--- src/hw/rtx_pkg.sv ---
// Package for the rotate and program-memory table access execution block
package rtx_pkg;
  // Opcode fields: upper byte of the 16-bit instruction word
  localparam logic [6:0] RTX_OPC_ROTATE = 7'h0C;  // 0001 100d
  localparam logic [5:0] RTX_OPC_TWRITE = 6'h2B;  // 1010 11ti
  localparam logic [5:0] RTX_OPC_TREAD  = 6'h2A;  // 1010 10ti
  localparam int RTX_BIT_DEST = 8;
  localparam int RTX_BIT_INC  = 8;
  localparam int RTX_BIT_HIGH = 9;
  // Quarter-cycle phase codes (Q1..Q4)
  localparam logic [1:0] RTX_Q1 = 2'h0;
  localparam logic [1:0] RTX_Q2 = 2'h1;
  localparam logic [1:0] RTX_Q3 = 2'h2;
  localparam logic [1:0] RTX_Q4 = 2'h3;
  localparam logic [15:0] RTX_PTR_RST   = 16'h0000;
  localparam logic [15:0] RTX_LATCH_RST = 16'h0000;
  // Progress marks kept in the scratch byte of the table instructions
  localparam logic [7:0] RTX_STP_START  = 8'h00;  // Nothing done yet
  localparam logic [7:0] RTX_STP_LOADED = 8'h01;  // Latch byte taken
  localparam logic [7:0] RTX_STP_SECOND = 8'h02;  // Second cycle running
  localparam logic [7:0] RTX_STP_WAIT   = 8'h03;  // Internal write pending

  typedef enum logic [2:0] {
    RTX_IDLE   = 3'b000,
    RTX_ROT    = 3'b001,
    RTX_WR_EXT = 3'b010,
    RTX_WR_INT = 3'b011,
    RTX_RD     = 3'b100
  } rtx_state_t;

  // Program memory request group
  typedef struct packed {
    logic        wr;
    logic        rd;
    logic        abort;
    logic [15:0] addr;
    logic [15:0] wdata;
  } rtx_pm_req_t;

  // Register file write request group
  typedef struct packed {
    logic       we;
    logic [7:0] addr;
    logic [7:0] data;
  } rtx_rf_wr_t;

  typedef struct packed {
    rtx_state_t  state;
    logic [1:0]  q;
    logic [15:0] ir;
    logic [7:0]  opnd;
    logic [7:0]  result;
    logic        carry;
    logic [7:0]  working_register;
    logic        working_register_we;
    logic [15:0] ptr;
    logic [15:0] latch;
    rtx_pm_req_t pm;
    rtx_rf_wr_t  rf;
    logic        busy;
    logic        done;
  } rtx_regs_t;
endpackage : rtx_pkg

--- src/hw/rtx_exec.sv ---
// Execution unit: rotate right via carry and program-memory table access
`timescale 1ns/100ps
module rtx_exec
  import rtx_pkg::*;
#(
  parameter int PTR_W = 16
) (
  input  wire logic        core_clk_i,
  input  wire logic        rst_i,
  input  wire logic        issue_i,       // Start instruction, at Q1
  input  wire logic [15:0] instr_i,
  input  wire logic [7:0]  rf_rdata_i,    // File register read data
  input  wire logic        carry_i,
  input  wire logic        irq_i,         // Interrupt request
  input  wire logic        ext_target_i,  // Pointer hits external memory
  input  wire logic        pm_done_i,     // Internal write finished
  input  wire logic [15:0] pm_rdata_i,
  output logic [7:0]       rf_raddr_o,
  output rtx_rf_wr_t       rf_wr_o,
  output logic [7:0]       working_register_o,
  output logic             working_register_we_o,
  output logic             carry_o,
  output rtx_pm_req_t      pm_req_o,
  output logic [15:0]      ptr_o,
  output logic [15:0]      latch_o,
  output logic             busy_o,
  output logic             done_o
);

  rtx_regs_t s_reg;
  rtx_regs_t s_next;

  logic is_rot;
  logic is_twr;
  logic is_trd;
  logic dflag;
  logic hsel;

  // Decode of the held instruction
  assign is_rot = (s_reg.ir[15:9] == RTX_OPC_ROTATE);
  assign is_twr = (s_reg.ir[15:10] == RTX_OPC_TWRITE);
  assign is_trd = (s_reg.ir[15:10] == RTX_OPC_TREAD);
  assign dflag  = s_reg.ir[RTX_BIT_DEST];
  assign hsel   = s_reg.ir[RTX_BIT_HIGH];

  // Next-state logic; every instruction steps through Q1..Q4 phases
  always_comb begin
    s_next         = s_reg;
    s_next.pm.wr   = 1'b0;
    s_next.pm.rd   = 1'b0;
    s_next.pm.abort = 1'b0;
    s_next.rf.we   = 1'b0;
    s_next.working_register_we = 1'b0;
    s_next.done    = 1'b0;
    s_next.q       = s_reg.q + 2'h1;
    case (s_reg.state)
      RTX_IDLE: begin
        s_next.q = RTX_Q1;
        if (issue_i) begin
          s_next.ir   = instr_i;
          s_next.busy = 1'b1;
          s_next.q    = RTX_Q2;
          // A rotate leaves its result here; table steps must start clean
          s_next.result = RTX_STP_START;
          if (instr_i[15:9] == RTX_OPC_ROTATE) begin
            s_next.state = RTX_ROT;
          end else if (instr_i[15:10] == RTX_OPC_TWRITE) begin
            s_next.state = ext_target_i ? RTX_WR_EXT : RTX_WR_INT;
          end else if (instr_i[15:10] == RTX_OPC_TREAD) begin
            s_next.state = RTX_RD;
          end else begin
            s_next.busy = 1'b0;
            s_next.q    = RTX_Q1;
          end
        end
      end
      RTX_ROT: begin
        case (s_reg.q)
          RTX_Q2: s_next.opnd = rf_rdata_i;
          RTX_Q3: begin
            s_next.result = {carry_i, s_reg.opnd[7:1]};
            s_next.carry  = s_reg.opnd[0];
          end
          default: begin
            // Q4 write-back, only carry flag touched besides result
            if (dflag) begin
              s_next.rf.we   = 1'b1;
              s_next.rf.addr = s_reg.ir[7:0];
              s_next.rf.data = s_reg.result;
            end else begin
              s_next.working_register    = s_reg.result;
              s_next.working_register_we = 1'b1;
            end
            s_next.state = RTX_IDLE;
            s_next.busy  = 1'b0;
            s_next.done  = 1'b1;
            s_next.q     = RTX_Q1;
          end
        endcase
      end
      RTX_WR_EXT, RTX_WR_INT: begin
        if (s_reg.q == RTX_Q2 && s_reg.result == RTX_STP_START) begin
          s_next.result = RTX_STP_LOADED;
          if (hsel) s_next.latch[15:8] = rf_rdata_i;
          else      s_next.latch[7:0]  = rf_rdata_i;
        end else if (s_reg.q == RTX_Q4
                     && s_reg.result == RTX_STP_LOADED) begin
          // First cycle over; the memory access owns the second one
          s_next.result = RTX_STP_SECOND;
        end else if (s_reg.q == RTX_Q4
                     && s_reg.result == RTX_STP_SECOND) begin
          // Second cycle: launch memory write of the whole latch
          s_next.result   = RTX_STP_WAIT;
          s_next.pm.wr    = 1'b1;
          s_next.pm.addr  = s_reg.ptr;
          s_next.pm.wdata = s_reg.latch;
          if (s_reg.state == RTX_WR_EXT) begin
            s_next.state = RTX_IDLE;
          end
        end else if (s_reg.state == RTX_WR_INT
                     && s_reg.result == RTX_STP_WAIT) begin
          // The finish pulse may land in any phase, so it is taken at
          // once; the interrupt is a level and is honoured at Q4 only
          if (pm_done_i) begin
            s_next.state = RTX_IDLE;
          end else if (irq_i && s_reg.q == RTX_Q4) begin
            s_next.pm.abort = 1'b1;
            s_next.state    = RTX_IDLE;
          end
        end
        if (s_next.state == RTX_IDLE) begin
          if (s_reg.ir[RTX_BIT_INC]) begin
            s_next.ptr = s_reg.ptr + 16'h0001;
          end
          s_next.busy   = 1'b0;
          s_next.done   = 1'b1;
          s_next.result = RTX_STP_START;
          s_next.q      = RTX_Q1;
        end
      end
      RTX_RD: begin
        if (s_reg.q == RTX_Q4 && s_reg.result == RTX_STP_START) begin
          // First cycle: old latch byte to register, fetch new word
          s_next.rf.we   = 1'b1;
          s_next.rf.addr = s_reg.ir[7:0];
          s_next.rf.data = hsel ? s_reg.latch[15:8]
                                : s_reg.latch[7:0];
          s_next.pm.rd   = 1'b1;
          s_next.pm.addr = s_reg.ptr;
          s_next.result  = RTX_STP_LOADED;
        end else if (s_reg.q == RTX_Q4
                     && s_reg.result == RTX_STP_LOADED) begin
          s_next.latch = pm_rdata_i;
          if (s_reg.ir[RTX_BIT_INC]) begin
            s_next.ptr = s_reg.ptr + 16'h0001;
          end
          s_next.state  = RTX_IDLE;
          s_next.busy   = 1'b0;
          s_next.done   = 1'b1;
          s_next.result = RTX_STP_START;
          s_next.q      = RTX_Q1;
        end
      end
      default: s_next.state = RTX_IDLE;
    endcase
  end

  // State register; constants only under reset
  always_ff @(posedge core_clk_i or posedge rst_i) begin
    if (rst_i) begin
      s_reg       <= '0;
      s_reg.state <= RTX_IDLE;
      s_reg.ptr   <= RTX_PTR_RST;
      s_reg.latch <= RTX_LATCH_RST;
    end else begin
      s_reg <= s_next;
    end
  end

  // Read address follows a newly taken word, else the held one; an issue
  // refused while busy must not disturb the operand fetch under way
  always_ff @(posedge core_clk_i or posedge rst_i) begin
    if (rst_i) rf_raddr_o <= 8'h00;
    else       rf_raddr_o <= (issue_i && s_reg.state == RTX_IDLE)
                             ? instr_i[7:0] : s_reg.ir[7:0];
  end

  // Outputs straight from the state register
  assign rf_wr_o   = s_reg.rf;
  assign working_register_o    = s_reg.working_register;
  assign working_register_we_o = s_reg.working_register_we;
  assign carry_o   = s_reg.carry;
  assign pm_req_o  = s_reg.pm;
  assign ptr_o     = s_reg.ptr;
  assign latch_o   = s_reg.latch;
  assign busy_o    = s_reg.busy;
  assign done_o    = s_reg.done;

  // Checks
  a_rot_carry: assert property (@(posedge core_clk_i) disable iff (rst_i)
    s_reg.state == RTX_ROT && s_reg.q == RTX_Q3
    |=> carry_o == $past(s_reg.opnd[0]))
    else $error("rotate carry wrong");
  a_rot_dest: assert property (@(posedge core_clk_i) disable iff (rst_i)
    rf_wr_o.we && is_rot |-> dflag)
    else $error("rotate wrote file with d=0");
  a_ext_len: assert property (@(posedge core_clk_i) disable iff (rst_i)
    $rose(busy_o) && s_reg.state == RTX_WR_EXT |-> ##7 done_o)
    else $error("external write too long");
  a_int_abort: assert property (@(posedge core_clk_i) disable iff (rst_i)
    pm_req_o.abort |-> done_o && !busy_o)
    else $error("abort without end");
  a_ptr_hold: assert property (@(posedge core_clk_i) disable iff (rst_i)
    done_o && !s_reg.ir[RTX_BIT_INC] |-> $stable(ptr_o))
    else $error("pointer moved with i=0");
  a_wr_data: assert property (@(posedge core_clk_i) disable iff (rst_i)
    pm_req_o.wr |-> pm_req_o.wdata == latch_o)
    else $error("write data not latch");
  c_rot: cover property (@(posedge core_clk_i) is_rot && done_o);
  c_abort: cover property (@(posedge core_clk_i) pm_req_o.abort);
  c_read: cover property (@(posedge core_clk_i) is_trd && done_o);
  c_write: cover property (@(posedge core_clk_i) is_twr && done_o);
endmodule : rtx_exec

--- config.mk ---
export PLATFORM = sky130hd
export DESIGN_NAME = rtx_exec
export DESIGN_NICKNAME = d
export VERILOG_FILES = /design/src/hw/rtx_pkg.sv /design/src/hw/rtx_exec.sv
export SDC_FILE = /design/constraint.sdc
export NUM_CORES = 1
export LEC_CHECK = 0
export BUFFER_PORTS_ARGS = -buffer_cell sky130_fd_sc_hd__buf_4
export CAP_MARGIN = 10
export CORE_MARGIN = 2
export CORE_UTILIZATION = 54
export CTS_CLUSTER_SIZE = 30
export DETAILED_ROUTE_END_ITERATION = 6
export PLACE_DENSITY = 0.89
export SLEW_MARGIN = 20
export SYNTH_ARGS = -nofsm -noshare
export SYNTH_HDL_FRONTEND = slang
export SYNTH_SLANG_ARGS = --single-unit
--- constraint.sdc ---
create_clock -name core_clk_i -period 4.3 [get_ports core_clk_i]
set_input_delay 0.215 -clock core_clk_i [delete_from_list [all_inputs] [get_ports core_clk_i]]
set_output_delay 0.215 -clock core_clk_i [all_outputs]
set_load 0.02 [all_outputs]
# Word level (Yosys, flattened, before mapping)

Index checks and enable logic that the tools add are counted.

Mux-type cells: 73
Equality and inequality tests: 30
Add/sub/neg operators: 2
Bitwise operators: 4
Reduce and logical (&&, ||, !) cells: 28

Operators with widths:

| kind                    | number |
|---|---|
| $mux W32                | 3 |
| $mux W8                 | 11 |
| $mux W33                | 2 |
| $mux W16                | 4 |
| $pmux W32 S2            | 1 |
| $mux W17                | 2 |
| $pmux W17 S2            | 1 |
| $mux W3                 | 11 |
| $pmux W16 S2            | 1 |
| $pmux W8 S4             | 1 |
| $ne A2 B2 Y1 const B    | 13 |
| $reduce_and A5 Y1       | 5 |
| $mux W1                 | 22 |
| $mux W21                | 1 |
| $mux W19                | 1 |
| $add A16 B1 Y16 const B | 1 |
| $eq A8 B2 Y1 const B    | 2 |
| $mux W5                 | 3 |
| $eq A6 B6 Y1 const B    | 2 |
| $pmux W3 S4             | 1 |
| $reduce_and A4 Y1       | 3 |
| $mux W9                 | 1 |
| $eq A8 B1 Y1 const B    | 1 |
| $logic_not A8 Y1        | 1 |
| other kinds (24)        | 43 |

Bits of input ports: 47
Bits in registers: 141

# Longest topological paths before layout

Depth in word-level cells: 12
Mapped depth: 8

# Worst setup path before layout

Ideal clock, no wire load.

Path kind: reg-to-reg
From: register s_reg[98] in the netlist's numbering
To: register s_reg, in the netlist rf_wr_o[8]
Data arrival time: 1.947 ns
Slack: 2.228 ns
Data required time: 4.175 ns
Cell stages (with the launch flop): 8
Path buffers: 2
Period minus slack after synthesis: 2.072 ns
Cell sequence: dfrtp_1 -> or4_4 -> nor3_2 -> nand3_1 -> a22o_1 -> buf_2 -> buf_6 -> mux2_4

Longest elaborated chain between the ends: 4

RTL lines:

| item                        | line            | text |
|---|---|---|
| from (decl)                 | rtx_exec.sv:30  | `rtx_regs_t s_reg;` |
| from (signal assigned)      | rtx_exec.sv:176 | `s_reg <= s_next;` |
| $logic_not A8 Y1            | rtx_exec.sv:142 | `if (s_reg.q == RTX_Q4 && s_reg.result == RTX_STP_START) begin` |
| $logic_and A1 B1 Y1         | rtx_exec.sv:142 |  |
| $ne A2 B2 Y1 (no line)      | --              |  |
| $reduce_and A4 Y1 (no line) | --              |  |

No other way between the ends.
A chain may end at the register's enable or synchronous reset.

# Worst setup path after layout

From: register s_reg[98] in the netlist's numbering
To: register s_reg, in the netlist rf_wr_o[15]

The elaborated chain is that of the path after synthesis.

==> reports/summary.md <==
* synth unique cells: 55
* input/output buffers: 150
* core area: 0.0119 mm²
* final worst path period share: 0.634
* total of flip-flops plus latches after synthesis: 135
* antenna cells: 0
* startpoint type of the worst setup path: register
* leakage power: 3.84 nW
* Top FF cell, synth: sky130_fd_sc_hd__dfrtp_1
* final count of hold timing violations: 0
* clock net sink count: 135
* count of antenna-violating nets left after detailed routing: 0
* gr usage total: 0.229
* detailed-route wire length per cell: 17.7 µm
* floorplan row count: 40
* category of the critical setup timing path: reg -> reg
* time the final worst path needs with I/O delays and setup: 2730 ps
* post-synthesis area per instance: 10.9 µm²
* Crit Path Max Fanout: 16
* number of H-tree branching levels: 4
* Power Dens Cells: 501 mW/mm²
* CP max stage cell: sky130_fd_sc_hd__or4_4
* Worst VDD drop: 369 µV
* clock tree buffer depth: 2
* Die Wd: 114 µm
* final estimated routing congestion in global placement: 0.931
* final count of pins violating max slew: 0
* Hold/Removal Path Class: in -> async
* max FFs per register: 35
* kind of end point of the critical path: register
* total of max-cap violations: 0
* worst-case clock skew: 10.0 ps
* Critical path buffers and inverters: 1
* wirelength, routed: 14.4 mm
* Post-Synthesis Net Count: 653
* synthesized instance count: 602
* family of cells with the greatest summed delay on the critical path: simple AND/OR/NAND/NOR gates
* unrepaired setup endpoints after global routing: no
* crit-path cells: or4_4, nor3_2, nand3_1, a22o_1, inv_1, mux2_2
* vias in the first global route: 4586
* via count: 4603
* count of filler cells inserted in the layout: 923
* count of final setup violators: 0
* Final Cell Area: 0.00761 mm²
* antenna violations before repair: 0
* total negative slack for setup checks: 0 ps
* DRT Pass-1 Iters: 5
* drt first-iter violations: 375
* largest cells by area after synthesis: sky130_fd_sc_hd__dfrtp_1 (52%), sky130_fd_sc_hd__buf_4 (11%), sky130_fd_sc_hd__mux2_2 (8.8%)
* count of boundary I/O pins: 151
* Reg area: 0.00338 mm²
* Synthesis Warnings: 0
* arrival time worst endpoint: 3020 ps
* area added between synthesis and finish: 16.5%
* post-CTS setup buffers: 0
* count of nets after finishing: 710
* clock root buffer: sky130_fd_sc_hd__clkbuf_16
* clock tree from TritonCTS: done
* final routed DRC violation total: 0
* post-synthesis sequential area ratio: 0.517
* status: finished clean
* library cell occupying the most area in the post-synthesis netlist: sky130_fd_sc_hd__dfrtp_1
* area of the multi-input gates: 0.00232 mm²
* CP peak stage delay: 590 ps
* detail-routed via count per cell: 5.65
* Die Y: 114 µm
* Post-Syn Area: 0.00653 mm²
* Initial Util: 0.549
* area of the die: 0.0130 mm²
* wire length of the first global-routing pass: 23.0 mm
* total gr overflow: 0
* sum of net half-perimeters after detailed placement: 10.5 mm
* f_max: 367 MHz
* later-pin clock latency in the skew report: 410 ps
* TritonCTS buffer count: 17
* EDFF count, synth: 0
* Async SR Flop Fraction: 1.00
* layout cell share with drive strength beyond 1: 0.373
* CTS clock-pin slew for the worst setup and hold paths: 50 ps
* worst endpoint required time: 4590 ps
* largest net degree at the start of global routing: 104
* Post-Place Cell Area: 0.00708 mm²
* area share of the largest cell type after synthesis: 0.517
* headroom to the max-slew limit: 0.392
* Tightest Pin Transition: 911 ps
## layer usage
metal | GRT usage | up-vias | routed length, µm
li1 | - | 2103 | -
met1 | 0.290 | 2292 | 5860
met2 | 0.376 | 176 | 7420
met3 | 0.0558 | 32 | 840
met4 | 0.0976 | 0 | 331
met5 | 0 | - | 0
## final timing paths
check                       startpoint  slack, ps      endpoint  cells past startpoint
setup / recovery             s_reg[98]       1570   rf_wr_o[15]                      6
hold / removal                   rst_i         10  pm_req_o[17]                      2
setup reg to reg             s_reg[98]       1570   rf_wr_o[15]                      6
hold reg to reg            pm_req_o[6]        470   pm_req_o[6]                      2
max in group asynchronous        rst_i       3290    s_reg[131]                      3
min in group core_clk_i    instr_i[10]         20    s_reg[132]                      2
## cell type report
type	instances	share of cell area
inverter	12	0.00657
multi-input combinational	338	0.305
sequential	135	0.444
tap	147	0.0242
clock inverter	5	0.00690
timing repair buffer	155	0.153
clock buffer	23	0.0602
## worst register-to-register path: stages (launching register included)
cell and delay, ps:
sky130_fd_sc_hd__dfrtp_1 420, sky130_fd_sc_hd__or4_4 590, sky130_fd_sc_hd__nor3_2 160, sky130_fd_sc_hd__nand3_1 350, sky130_fd_sc_hd__a22o_1 570, sky130_fd_sc_hd__inv_1 180, sky130_fd_sc_hd__mux2_2 340
## per-stage QoR
stage          setup slack [ps]  total power, W  hold slack (ps)  std cells  utilization
2_1_floorplan               474         0.00230              311        602            -
3_3_place_gp               1680         0.00251              418        786        0.595
3_5_place_dp               1570         0.00255              435        786        0.595
4_1_cts                    1580         0.00383             7.32        815        0.638
5_1_grt                    1390         0.00399             27.5        815        0.639
6_report                   1570         0.00381             13.7        815        0.639
## cell usage in the layout, fill, tap and decap left out, types with 9 or more instances in the layout
cell	instances
sky130_fd_sc_hd__buf_4	154
sky130_fd_sc_hd__dfrtp_1	135
sky130_fd_sc_hd__nand2_1	64
sky130_fd_sc_hd__mux2_2	51
sky130_fd_sc_hd__a21oi_1	40
sky130_fd_sc_hd__nor2_1	35
sky130_fd_sc_hd__clkbuf_16	17
sky130_fd_sc_hd__nor2b_1	12
sky130_fd_sc_hd__inv_1	11
sky130_fd_sc_hd__nand3_1	9
sky130_fd_sc_hd__o21ai_0	9
sky130_fd_sc_hd__nand4_1	9
sky130_fd_sc_hd__xor2_1	9
## Yosys cell counts, types with 3 or more instances
library cell	count
sky130_fd_sc_hd__buf_4	92
sky130_fd_sc_hd__nand2_1	64
sky130_fd_sc_hd__dfrtp_1	135
sky130_fd_sc_hd__a211oi_1	3
sky130_fd_sc_hd__o22ai_1	3
sky130_fd_sc_hd__xor2_1	9
sky130_fd_sc_hd__nor2_1	35
sky130_fd_sc_hd__nor3_1	5
sky130_fd_sc_hd__o221ai_1	3
sky130_fd_sc_hd__mux2i_1	8
sky130_fd_sc_hd__a22o_1	7
sky130_fd_sc_hd__and3_1	5
sky130_fd_sc_hd__a221o_1	8
sky130_fd_sc_hd__o21ai_0	9
sky130_fd_sc_hd__ha_1	4
sky130_fd_sc_hd__inv_1	12
sky130_fd_sc_hd__a21oi_1	40
sky130_fd_sc_hd__nor2b_1	12
sky130_fd_sc_hd__nor4_1	8
sky130_fd_sc_hd__nand4_1	9
sky130_fd_sc_hd__nor4_2	3
sky130_fd_sc_hd__mux2_2	51
sky130_fd_sc_hd__clkbuf_1	11
sky130_fd_sc_hd__nand2b_1	4
sky130_fd_sc_hd__buf_2	12
sky130_fd_sc_hd__xnor2_1	6
sky130_fd_sc_hd__nand3_1	9
## logic make-up after synthesis
kind of cell,Yosys count,share of synthesized area
mux,61,0.105
fa+ha+maj,4,0.00766
xor+xnor,15,0.0201
compound gates,87,0.0887
buf+inv,129,0.130
flops,135,0.517
simple gates,171,0.131
## power by group
part	switching, W	total (W)	internal, W
Clock	0.000482	0.00127	0.000792
Sequential	0.000201	0.00165	0.00145
Combinational	0.000496	0.000889	0.000393
Total	0.00118	0.00381	0.00263
## repair_timing
action / in CTS / in global routing
setup endpoints to repair: 0 / 0
gates resized for setup: 0 / 0
endpoints found under the hold margin: 1 / 0
hold buffers: 1 / 0
(Power assumes the default switching activity.)
